--- config.mk ---
export PLATFORM = sky130hd
export DESIGN_NAME = seac_top
export DESIGN_NICKNAME = d
export VERILOG_FILES = /design/src/hdl/seac_pkg.sv /design/src/hdl/seac_link_if.sv /design/src/hdl/seac_top.sv /design/src/hdl/seac_divider.sv /design/src/hdl/seac_filter.sv
export SDC_FILE = /design/constraint.sdc
export NUM_CORES = 1
export LEC_CHECK = 0
export BUFFER_PORTS_ARGS = -buffer_cell sky130_fd_sc_hd__clkbuf_2
export CORE_AREA = 2 2 143 145
export CTS_BUF_LIST = sky130_fd_sc_hd__clkbuf_4
export DETAILED_ROUTE_END_ITERATION = 8
export DIE_AREA = 0 0 145 147
export GPL_ROUTABILITY_DRIVEN = 0
export PLACE_DENSITY = 0.88
export SYNTH_ARGS = -nofsm -noshare
export SYNTH_HDL_FRONTEND = slang
export SYNTH_SLANG_ARGS = --single-unit
--- constraint.sdc ---
create_clock -name clk_sys_i -period 2.8 [get_ports clk_sys_i]
set_clock_uncertainty 0.1 [all_clocks]
set_input_delay 0.28 -clock clk_sys_i [delete_from_list [all_inputs] [get_ports clk_sys_i]]
set_output_delay 0.28 -clock clk_sys_i [all_outputs]
set_load 0.05 [all_outputs]
--- src/hdl/seac_pkg.sv ---
// Purpose: Shared constants and types of the serial EEPROM access block.
// Assumes: 32-bit AXI4-Lite register bus with byte addresses.
// Notes:   Every offset, field position, reset value and count lives here.
package seac_pkg;
	// ****************************************************************
	// Register map.
	// ****************************************************************
	localparam int             AXI_AW        = 8;
	localparam logic [7:0]     ADDR_CTRL     = 8'hBC;
	localparam logic [7:0]     ADDR_IRQ_STAT = 8'hC0;
	localparam logic [7:0]     ADDR_IRQ_CLR  = 8'hC4;
	localparam logic [7:0]     ADDR_IRQ_EN   = 8'hC8;
	localparam logic [7:0]     ADDR_CFG0     = 8'hD0;
	localparam logic [1:0]     RESP_OKAY     = 2'h0;
	localparam logic [1:0]     RESP_SLVERR   = 2'h2;

	// ****************************************************************
	// Control register fields.
	// ****************************************************************
	localparam int             BIT_START     = 0;
	localparam int             BIT_CMD       = 1;
	localparam int             BIT_ERR       = 2;
	localparam int             BIT_ALOK      = 3;
	localparam int             BIT_ALST      = 4;
	localparam int             BIT_ALDIS     = 5;
	localparam int             RATE_LSB      = 6;
	localparam int             ADDR_LSB      = 9;
	localparam int             DATA_LSB      = 16;
	localparam logic           CMD_READ      = 1'b0;
	localparam logic           CMD_WRITE     = 1'b1;
	localparam logic           ALDIS_RST     = 1'b1;
	localparam logic [1:0]     RATE_NORMAL   = 2'h1;
	localparam logic [1:0]     RATE_TEST     = 2'h3;
	localparam logic [1:0]     RATE_RST      = 2'h1;

	// ****************************************************************
	// Interrupt status bits.
	// ****************************************************************
	localparam int             IRQ_W         = 3;
	localparam int             IRQ_DONE      = 0;
	localparam int             IRQ_NACK      = 1;
	localparam int             IRQ_AL        = 2;

	// ****************************************************************
	// Link timing: four quarter ticks make one EEPROM clock period.
	// ****************************************************************
	localparam int             DIV_NORMAL    = 1024;
	localparam int             QUARTERS      = 4;
	localparam logic [7:0]     QUARTER_LAST  = 8'(DIV_NORMAL / QUARTERS - 1);

	// ****************************************************************
	// Autoload image.
	// ****************************************************************
	localparam int             CFG_WORDS     = 4;
	localparam logic [63:0]    CFG_DEFAULT   = 64'h0000_0000_0000_0000;

	typedef enum logic [2:0] {
		SEAC_IDLE  = 3'b000,
		SEAC_START = 3'b001,
		SEAC_SEND  = 3'b010,
		SEAC_ACKIN = 3'b011,
		SEAC_RECV  = 3'b100,
		SEAC_ACKO  = 3'b101,
		SEAC_STOP  = 3'b110
	} seac_state_e;
endpackage

--- src/hdl/seac_link_if.sv ---
// Purpose: Carries the bit timing and the cleaned data line between modules.
// Assumes: One clock domain.
// Notes:   The core picks the rate, the divider ticks, the filter cleans.
`timescale 1ns/1ps
`default_nettype none
interface seac_link_if;
	logic [1:0] rate;
	logic       qtick;
	logic       sda_pin;
	logic       sda_level;
	modport core (output rate, output sda_pin, input qtick, input sda_level);
	modport div  (input rate, output qtick);
	modport filt (input sda_pin, output sda_level);
endinterface
`default_nettype wire

--- src/hdl/seac_top.sv ---
// Purpose: Serial EEPROM access control with autoload and AXI4-Lite registers.
// Assumes: Open-drain data line with external pull-up; EEPROM acks each byte.
// Notes:   Control writes are ignored while a cycle or the autoload runs.
//
// Register access over AXI4-Lite is this design's own decision.
`timescale 1ns/1ps
`default_nettype none
// Operation
// - Writing one to start bit 0 launches one EEPROM read or write cycle.
// - Command bit: zero reads, one writes; resets to read.
// - Error flag bit 2 sets when an acknowledge is missing in a software cycle, not during autoload; resets to zero.
// - Autoload success bit 3 sets on good autoload, clears when read.
// - Autoload status bit 4 shows one only after a successful autoload.
// - Successful autoload copies EEPROM words into configuration registers.
// - Autoload disable bit 5 suppresses autoload when one; resets to one.
// - Rate field 01b divides the primary clock by 1024; reset value 01b.
// - Rate codes 00b and 10b reserved, 11b selects test mode.
// - Data bits 31:16 supply write data and receive read data.
module seac_top (
	input  wire logic                        clk_sys_i,
	input  wire logic                        rst_n_i,
	input  wire logic [seac_pkg::AXI_AW-1:0] s_axi_awaddr_i,
	input  wire logic                        s_axi_awvalid_i,
	output logic                             s_axi_awready_o,
	input  wire logic [31:0]                 s_axi_wdata_i,
	input  wire logic [3:0]                  s_axi_wstrb_i,
	input  wire logic                        s_axi_wvalid_i,
	output logic                             s_axi_wready_o,
	output logic [1:0]                       s_axi_bresp_o,
	output logic                             s_axi_bvalid_o,
	input  wire logic                        s_axi_bready_i,
	input  wire logic [seac_pkg::AXI_AW-1:0] s_axi_araddr_i,
	input  wire logic                        s_axi_arvalid_i,
	output logic                             s_axi_arready_o,
	output logic [31:0]                      s_axi_rdata_o,
	output logic [1:0]                       s_axi_rresp_o,
	output logic                             s_axi_rvalid_o,
	input  wire logic                        s_axi_rready_i,
	output logic                             irq_o,
	output logic                             eeprom_clk_o,
	input  wire logic                        eeprom_data_i,
	output logic                             eeprom_data_o,
	output logic                             eeprom_data_oe_o,
	output logic [63:0]                      cfg_o
);
	import seac_pkg::*;

	// ****************************************************************
	// Declarations.
	// ****************************************************************
	seac_link_if lnk ();
	seac_state_e     state;
	logic [1:0]      q;
	logic [2:0]      bit_cnt;
	logic [1:0]      byte_idx;
	logic [7:0]      shreg;
	logic [15:0]     rxword;
	logic            eng_rd;
	logic [15:0]     eng_wdata;
	logic            eng_nack;
	logic            ctrl_start;
	logic            ctrl_cmd;
	logic            ctrl_err;
	logic            ctrl_alok;
	logic            ctrl_alst;
	logic            ctrl_aldis;
	logic [1:0]      ctrl_rate;
	logic [6:0]      ctrl_addr;
	logic [15:0]     ctrl_data;
	logic            al_pend;
	logic            al_inflight;
	logic [1:0]      al_idx;
	logic [63:0]     cfg;
	logic [IRQ_W-1:0] irq_stat;
	logic [IRQ_W-1:0] irq_en;
	logic            aw_hold;
	logic            w_hold;
	logic [7:0]      aw_addr;
	logic [31:0]     w_data;
	logic [3:0]      w_strb;
	logic            scl;
	logic            sda_oe;
	logic            next_scl;
	logic            next_sda_oe;
	logic [31:0]     rd_word;
	logic            rd_ok;
	logic            wr_ok;
	logic            eng_idle;
	logic            phase_end;
	logic            sample;
	logic            eng_done;
	logic            sw_launch;
	logic            al_launch;
	logic            launch;
	logic            nack_evt;
	logic            do_write;
	logic            ctrl_wr;
	logic            ctrl_rd;
	logic            busy;
	logic            al_ok_evt;
	logic [IRQ_W-1:0] irq_set;

	seac_divider u_div (
		.clk_sys_i (clk_sys_i),
		.rst_n_i   (rst_n_i),
		.lnk       (lnk)
	);

	seac_filter u_filt (
		.clk_sys_i (clk_sys_i),
		.rst_n_i   (rst_n_i),
		.lnk       (lnk)
	);

	assign lnk.rate    = ctrl_rate;
	assign lnk.sda_pin = eeprom_data_i;

	// ****************************************************************
	// Cycle launch and completion.
	// ****************************************************************
	assign eng_idle  = (state == SEAC_IDLE);
	assign phase_end = lnk.qtick && (q == 2'h3);
	assign sample    = lnk.qtick && (q == 2'h2);
	assign eng_done  = phase_end && (state == SEAC_STOP);
	assign sw_launch = ctrl_start && eng_idle && !al_inflight;
	assign al_launch = al_pend && !ctrl_aldis && eng_idle && !ctrl_start && !al_inflight;
	assign launch    = sw_launch || al_launch;
	assign nack_evt  = sample && (state == SEAC_ACKIN) && lnk.sda_level;
	assign busy      = !eng_idle || ctrl_start || al_inflight;
	assign al_ok_evt = eng_done && al_inflight && !eng_nack && (al_idx == 2'(CFG_WORDS - 1));

	// ****************************************************************
	// Serial engine.
	// ****************************************************************
	always_ff @(posedge clk_sys_i) begin
		if (!rst_n_i) begin
			state     <= SEAC_IDLE;
			q         <= 2'h0;
			bit_cnt   <= 3'h0;
			byte_idx  <= 2'h0;
			shreg     <= 8'h00;
			rxword    <= 16'h0000;
			eng_rd    <= 1'b0;
			eng_wdata <= 16'h0000;
			eng_nack  <= 1'b0;
		end else if (launch) begin
			state     <= SEAC_START;
			q         <= 2'h0;
			bit_cnt   <= 3'h0;
			byte_idx  <= 2'h0;
			eng_nack  <= 1'b0;
			eng_rd    <= al_launch || (ctrl_cmd == CMD_READ);
			eng_wdata <= ctrl_data;
			// Address first, direction in the low bit, sent most significant bit first.
			shreg <= al_launch ? {5'h00, al_idx, CMD_READ} : {ctrl_addr, ctrl_cmd};
		end else if (lnk.qtick && !eng_idle) begin
			q <= q + 2'h1;
			if (sample && (state == SEAC_RECV)) begin
				rxword <= {rxword[14:0], lnk.sda_level};
			end
			if (nack_evt) begin
				eng_nack <= 1'b1;
			end
			if (phase_end) begin
				unique case (state)
					SEAC_START: begin
						state <= SEAC_SEND;
					end
					SEAC_SEND: begin
						bit_cnt <= bit_cnt + 3'h1;
						shreg   <= {shreg[6:0], 1'b0};
						if (bit_cnt == 3'h7) begin
							state <= SEAC_ACKIN;
						end
					end
					SEAC_ACKIN: begin
						if (eng_nack || (byte_idx == 2'h2)) begin
							state <= SEAC_STOP;
						end else if (eng_rd) begin
							byte_idx <= 2'h1;
							state    <= SEAC_RECV;
						end else begin
							byte_idx <= byte_idx + 2'h1;
							shreg    <= (byte_idx == 2'h0) ? eng_wdata[15:8] : eng_wdata[7:0];
							state    <= SEAC_SEND;
						end
					end
					SEAC_RECV: begin
						bit_cnt <= bit_cnt + 3'h1;
						if (bit_cnt == 3'h7) begin
							state <= SEAC_ACKO;
						end
					end
					SEAC_ACKO: begin
						if (byte_idx == 2'h2) begin
							state <= SEAC_STOP;
						end else begin
							byte_idx <= 2'h2;
							state    <= SEAC_RECV;
						end
					end
					SEAC_STOP: begin
						state <= SEAC_IDLE;
					end
					default: begin
						state <= SEAC_IDLE;
					end
				endcase
			end
		end
	end

	// Clock is low for the first half of a bit so the data line only moves then.
	always_comb begin
		next_scl    = 1'b1;
		next_sda_oe = 1'b0;
		unique case (state)
			SEAC_IDLE: begin
				next_scl = 1'b1;
			end
			SEAC_START: begin
				next_sda_oe = q[1];
			end
			SEAC_SEND: begin
				next_scl    = q[1];
				next_sda_oe = !shreg[7];
			end
			SEAC_ACKIN, SEAC_RECV: begin
				next_scl = q[1];
			end
			SEAC_ACKO: begin
				next_scl    = q[1];
				next_sda_oe = (byte_idx == 2'h1);
			end
			SEAC_STOP: begin
				next_scl    = (q != 2'h0);
				next_sda_oe = !q[1];
			end
			default: begin
				next_scl = 1'b1;
			end
		endcase
	end

	always_ff @(posedge clk_sys_i) begin
		if (!rst_n_i) begin
			scl    <= 1'b1;
			sda_oe <= 1'b0;
		end else begin
			scl    <= next_scl;
			sda_oe <= next_sda_oe;
		end
	end

	assign eeprom_clk_o     = scl;
	assign eeprom_data_oe_o = sda_oe;
	assign eeprom_data_o    = 1'b0;

	// ****************************************************************
	// Autoload.
	// ****************************************************************
	always_ff @(posedge clk_sys_i) begin
		if (!rst_n_i) begin
			al_pend     <= 1'b1;
			al_inflight <= 1'b0;
			al_idx      <= 2'h0;
			cfg         <= CFG_DEFAULT;
		end else if (al_launch) begin
			al_inflight <= 1'b1;
		end else if (eng_done && al_inflight) begin
			al_inflight <= 1'b0;
			if (eng_nack) begin
				al_pend <= 1'b0;
			end else begin
				cfg[al_idx*16 +: 16] <= rxword;
				al_idx <= al_idx + 2'h1;
				if (al_idx == 2'(CFG_WORDS - 1)) begin
					al_pend <= 1'b0;
				end
			end
		end
	end

	assign cfg_o = cfg;

	// ****************************************************************
	// AXI4-Lite slave.
	// ****************************************************************
	assign s_axi_awready_o = !aw_hold && !s_axi_bvalid_o;
	assign s_axi_wready_o  = !w_hold && !s_axi_bvalid_o;
	assign s_axi_arready_o = !s_axi_rvalid_o;
	assign do_write        = aw_hold && w_hold && !s_axi_bvalid_o;
	assign ctrl_wr         = do_write && (aw_addr == ADDR_CTRL);
	assign ctrl_rd         = s_axi_arvalid_i && s_axi_arready_o && (s_axi_araddr_i == ADDR_CTRL);
	assign wr_ok           = (aw_addr == ADDR_CTRL) || (aw_addr == ADDR_IRQ_CLR)
	                      || (aw_addr == ADDR_IRQ_EN);

	always_ff @(posedge clk_sys_i) begin
		if (!rst_n_i) begin
			aw_hold        <= 1'b0;
			w_hold         <= 1'b0;
			aw_addr        <= 8'h00;
			w_data         <= 32'h0000_0000;
			w_strb         <= 4'h0;
			s_axi_bvalid_o <= 1'b0;
			s_axi_bresp_o  <= RESP_OKAY;
		end else begin
			if (s_axi_awvalid_i && s_axi_awready_o) begin
				aw_hold <= 1'b1;
				aw_addr <= s_axi_awaddr_i;
			end
			if (s_axi_wvalid_i && s_axi_wready_o) begin
				w_hold <= 1'b1;
				w_data <= s_axi_wdata_i;
				w_strb <= s_axi_wstrb_i;
			end
			if (do_write) begin
				aw_hold        <= 1'b0;
				w_hold         <= 1'b0;
				s_axi_bvalid_o <= 1'b1;
				s_axi_bresp_o  <= wr_ok ? RESP_OKAY : RESP_SLVERR;
			end else if (s_axi_bready_i) begin
				s_axi_bvalid_o <= 1'b0;
			end
		end
	end

	always_comb begin
		rd_word = 32'h0000_0000;
		rd_ok   = 1'b1;
		if (s_axi_araddr_i == ADDR_CTRL) begin
			rd_word = {ctrl_data, ctrl_addr, 1'b0, ctrl_rate, ctrl_aldis, ctrl_alst,
			           ctrl_alok, ctrl_err, ctrl_cmd, ctrl_start};
		end else if (s_axi_araddr_i == ADDR_IRQ_STAT) begin
			rd_word = {29'h0000_0000, irq_stat};
		end else if (s_axi_araddr_i == ADDR_IRQ_EN) begin
			rd_word = {29'h0000_0000, irq_en};
		end else if (s_axi_araddr_i == ADDR_IRQ_CLR) begin
			rd_word = 32'h0000_0000;
		end else if ((s_axi_araddr_i >= ADDR_CFG0) && (s_axi_araddr_i[1:0] == 2'h0)
		             && (s_axi_araddr_i < ADDR_CFG0 + 8'(4 * CFG_WORDS))) begin
			rd_word = {16'h0000, cfg[s_axi_araddr_i[3:2]*16 +: 16]};
		end else begin
			rd_ok = 1'b0;
		end
	end

	always_ff @(posedge clk_sys_i) begin
		if (!rst_n_i) begin
			s_axi_rvalid_o <= 1'b0;
			s_axi_rdata_o  <= 32'h0000_0000;
			s_axi_rresp_o  <= RESP_OKAY;
		end else if (s_axi_arvalid_i && s_axi_arready_o) begin
			s_axi_rvalid_o <= 1'b1;
			s_axi_rdata_o  <= rd_word;
			s_axi_rresp_o  <= rd_ok ? RESP_OKAY : RESP_SLVERR;
		end else if (s_axi_rready_i) begin
			s_axi_rvalid_o <= 1'b0;
		end
	end

	// ****************************************************************
	// Control register.
	// ****************************************************************
	// Writes during a cycle are dropped so the engine never sees its operands move.
	always_ff @(posedge clk_sys_i) begin
		if (!rst_n_i) begin
			ctrl_start <= 1'b0;
			ctrl_cmd   <= CMD_READ;
			ctrl_aldis <= ALDIS_RST;
			ctrl_rate  <= RATE_RST;
			ctrl_addr  <= 7'h00;
			ctrl_data  <= 16'h0000;
		end else if (eng_done && !al_inflight) begin
			ctrl_start <= 1'b0;
			if (eng_rd && !eng_nack) begin
				ctrl_data <= rxword;
			end
		end else if (ctrl_wr && !busy) begin
			if (w_strb[0]) begin
				ctrl_start <= w_data[BIT_START];
				ctrl_cmd   <= w_data[BIT_CMD];
				ctrl_aldis <= w_data[BIT_ALDIS];
				ctrl_rate  <= w_data[RATE_LSB +: 2];
			end
			if (w_strb[1]) begin
				ctrl_addr <= w_data[ADDR_LSB +: 7];
			end
			if (w_strb[2]) begin
				ctrl_data[7:0] <= w_data[DATA_LSB +: 8];
			end
			if (w_strb[3]) begin
				ctrl_data[15:8] <= w_data[DATA_LSB+8 +: 8];
			end
		end
	end

	always_ff @(posedge clk_sys_i) begin
		if (!rst_n_i) begin
			ctrl_err  <= 1'b0;
			ctrl_alok <= 1'b0;
			ctrl_alst <= 1'b0;
		end else begin
			if (sw_launch) begin
				ctrl_err <= 1'b0;
			end else if (nack_evt && !al_inflight) begin
				ctrl_err <= 1'b1;
			end
			if (al_ok_evt) begin
				ctrl_alok <= 1'b1;
				ctrl_alst <= 1'b1;
			end else if (ctrl_rd) begin
				ctrl_alok <= 1'b0;
			end
		end
	end

	// ****************************************************************
	// Interrupts.
	// ****************************************************************
	assign irq_set = {eng_done && al_inflight && (eng_nack || al_ok_evt), nack_evt,
	                  eng_done && !al_inflight};

	always_ff @(posedge clk_sys_i) begin
		if (!rst_n_i) begin
			irq_stat <= '0;
			irq_en   <= '0;
		end else begin
			// A new event in the clearing cycle keeps its bit.
			irq_stat <= (irq_stat & ~((do_write && aw_addr == ADDR_IRQ_CLR && w_strb[0])
			             ? w_data[IRQ_W-1:0] : '0)) | irq_set;
			if (do_write && (aw_addr == ADDR_IRQ_EN) && w_strb[0]) begin
				irq_en <= w_data[IRQ_W-1:0];
			end
		end
	end

	assign irq_o = |(irq_stat & irq_en);
endmodule
`default_nettype wire

--- src/hdl/seac_divider.sv ---
// Purpose: Quarter-period tick generator for the EEPROM clock.
// Assumes: clk_sys_i stands as the primary clock.
// Notes:   Reserved rate codes run at the normal rate.
`timescale 1ns/1ps
`default_nettype none
module seac_divider (
	input  wire logic clk_sys_i,
	input  wire logic rst_n_i,
	seac_link_if.div  lnk
);
	import seac_pkg::*;
	logic [7:0] cnt;

	always_ff @(posedge clk_sys_i) begin
		if (!rst_n_i) begin
			cnt <= 8'h00;
		end else if (cnt == QUARTER_LAST) begin
			cnt <= 8'h00;
		end else begin
			cnt <= cnt + 8'h01;
		end
	end

	// Test mode ticks every other cycle, so the link runs at an eighth of the clock.
	// A tick on every cycle would sample the data pin before the three-stage filter
	// has passed the new level through, and every received bit would be stale.
	assign lnk.qtick = (lnk.rate == RATE_TEST) ? cnt[0] : (cnt == QUARTER_LAST);
endmodule
`default_nettype wire

--- src/hdl/seac_filter.sv ---
// Purpose: Three-stage synchroniser for the EEPROM data pin.
// Assumes: The pin is asynchronous to clk_sys_i.
// Notes:   The level moves only when stages two and three agree.
`timescale 1ns/1ps
`default_nettype none
module seac_filter (
	input  wire logic clk_sys_i,
	input  wire logic rst_n_i,
	seac_link_if.filt lnk
);
	logic s1;
	logic s2;
	logic s3;
	logic level;

	always_ff @(posedge clk_sys_i) begin
		if (!rst_n_i) begin
			s1    <= 1'b1;
			s2    <= 1'b1;
			s3    <= 1'b1;
			level <= 1'b1;
		end else begin
			s1 <= lnk.sda_pin;
			s2 <= s1;
			s3 <= s2;
			if (s2 == s3) begin
				level <= s3;
			end
		end
	end

	assign lnk.sda_level = level;
endmodule
`default_nettype wire

==> flow_summary.ini <==
[route]
drc = 0
wl_um = 30400
first_pass_iters = 6
vias_per_cell = 5.79
avgRoutedWirePerCell_um = 17.8
vias = 9870
drt_iter0_drc = 842
ant_nets = 0

[worst_hold_path]
min_path_cells = 3
min_from = rst_n_i
min_path_type = in2reg

[run]
drv_cap = 0

[place]
io_buffers = 162
hpwl_um = 20100
dp_slack_ns = 0.494

[clock_network]
root_buffer = clkbuf_4
tritoncts = yes
cts_resized = 0
htreeDepth = 2
cts.sinks = 250
numCtsBuffers = 60
cts.path.max_buffers = 3
clk_pin_slew_worst_paths_ns = 0.07
worst_skew_pair.late_latency_ns = 0.70

[timing]
fmax_mhz = 421
rsz0062_at_grt = no
hold_viol_final = 0
slew_violations = 0
tightest_slew_ns = 0.862
setup_viol = 0
tns_ns = 0
max_slew_margin = 0.423
timing.final.crit_share = 0.849
finalWorstSetupSlack_ns = 0.423
finalCriticalPeriod_ns = 2.38

[worst_setup_path]
worstReg2RegStart = s_axi_rvalid_o
r2r_cells = 6
critPathMaxFanout = 4
cp-startpoint = s_axi_rvalid_o
end_kind = flop
cp.required_ns = 3.30
cp_data_arrival_time_ns = 2.88
startpoint_type = flop
path_class = reg2reg

[global_route]
grt_max_degree = 137
grt_overflow = 0
grtUsageTotal = 0.276
grt_pass1_wl_um = 47700
antenna_found_initial = 1
grt_pass1_vias = 9463

[status]
status = complete, no violations

[power]
ir_drop_mv = 0.375
p_switching_mw = 1.72
p_comb_frac = 0.060
p_per_area_nw_per_um2 = 537
sw_frac_of_total = 0.248
internal_power_mw = 5.21
seqPwrFrac = 0.526
p_clk_frac = 0.415
p_leak_nw = 5.53

[final_layout]
drive_above_1_share = 0.216
layout_commonest_cell = dfxtp_1
layout_common_cells = dfxtp_1, nand2_1, clkbuf_2
layout.nets = 1465
syn2layout_area_growth_pct = 20.7

[floorplanning]
die_area_um2 = 21300
die_w_um = 145
die_h_um = 147
core_um2 = 19800
boundaryPins = 169
row_count = 52
start_util = 0.539

[yosys]
synth.avg_cell_area_um2 = 9.10
synth.top_cell.area_share = 0.468
synthTopCellsByArea = dfxtp_1, mux2i_1, nand2_1, a21oi_1, nand3_1
netlist_area_um2 = 10700
synth_warnings = 0
synth_top_area_cell = dfxtp_1
async_reset_ff_frac = 0
ys_dominant_reg_cell = dfxtp_1
yosysSeqAreaShare = 0.468
synth_edf_count = 0
ys_ff_latch = 250
postSynthCellCount = 1175
ys_types = 61
==> repair_timing <==
action | in CTS | in global routing
buffers inserted | 0 | 0
hold buffers | 52 | 0
endpoints found under the hold margin | 50 | 0
==> worst paths after layout <==
path | endpoint | slack [ns]
max | s_axi_rdata_o[2] | 0.42
min | u_filt.s1 | 0.05
max reg2reg | s_axi_rdata_o[2] | 0.42
min reg2reg | u_filt.s2 | 0.35
==> worst max-delay path: stages, from the launching register on <==
cell,delay [ns]
dfxtp_1,0.35
nand2b_1,0.19
nor4_2,0.25
dlygate4sd3_1,0.64
o211ai_1,0.09
dlygate4sd3_1,0.56
a21oi_1,0.13
==> power by group through the flow <==
stage	logic, mW	clock network, mW	registers, mW
final	0.413	2.88	3.64
after global routing	0.450	3.10	3.65
after CTS	0.408	2.91	3.64
after detailed placement	0.351	0	3.72
after global placement	0.345	0	3.72
after floorplan	0.237	0	3.72
==> sequential cells by signal (all words and copies together), names as in the netlist, 4 cells and up <==
register	count
cfg_o	64
shreg	8
w_strb	4
w_data	29
eng_wdata	16
rxword	16
s_axi_rdata_o	32
ctrl_data	16
aw_addr	8
u_div.cnt	8
ctrl_addr	7
==> layer usage <==
metal | vias up | wire, um | GRT usage
li1 | 4601 | - | -
met1 | 4647 | 11600 | 0.333
met2 | 521 | 14600 | 0.470
met3 | 101 | 2690 | 0.0559
met4 | 0 | 1450 | 0.138
met5 | - | 0 | 0
==> final cells by class <==
cell class                 count  area, um2
fill                        1514       6930
multi-input combinational    820       5230
sequential                   250       5000
timing repair buffer         239       1530
clock buffer                  82        616
tap                          270        338
clock inverter                23        115
inverter                      19       72.6
antenna                        1       2.50
==> synth_stat cells, types with 2 or more instances <==
cell type / count
mux2i_1: 99
nand3_1: 92
dfxtp_1: 250
buf_1: 8
nor2_1: 64
nor3b_1: 6
nand2b_1: 8
or3b_2: 2
o211ai_1: 8
clkbuf_1: 58
buf_6: 4
a221oi_1: 3
o21ai_0: 42
a22oi_1: 16
a31oi_1: 2
nand3_4: 3
nor3_1: 5
o31ai_1: 20
and4_1: 3
and3b_1: 4
a22o_1: 16
buf_2: 8
mux4_2: 16
inv_1: 19
and4b_1: 3
a311oi_1: 5
o2111ai_1: 2
o32ai_2: 2
and3_1: 5
and2_1: 5
nor4_4: 2
a211oi_1: 7
xor2_1: 5
a21oi_1: 97
buf_4: 10
a21boi_0: 2
ha_1: 15
nand4b_1: 2
nand3b_1: 2
o21a_1: 3
nand4_1: 6
xnor2_1: 5
nor2b_1: 13
nand2_1: 211
==> cell families (layout without fill, tap and decap cells) <==
| kind of cell | count (synthesis) | in the layout | synth area share |
|---|---|---|---|
| xor+xnor | 10 | 10 | 0.00819 |
| compound gates | 235 | 235 | 0.139 |
| flops | 250 | 250 | 0.468 |
| other cells | 1 | 4 | 0.000351 |
| buf+inv | 107 | 363 | 0.0448 |
| fa+ha+maj | 15 | 15 | 0.0175 |
| mux | 116 | 116 | 0.127 |
| simple gates | 441 | 441 | 0.195 |
==> through the flow <==
step	instance area (um2)	total power, mW	std cells	hold slack [ns]	util
after global routing	12900	7.20	1704	0.0532	0.651
after global placement	11700	4.07	1546	0.295	0.588
after detailed placement	11700	4.07	1546	0.302	0.588
final	12900	6.93	1704	0.0474	0.651
after CTS	12900	6.97	1703	0.00498	0.651
after floorplan	10700	3.96	1177	0.281	-
Note: power is estimated with default switching activity, not from simulation.
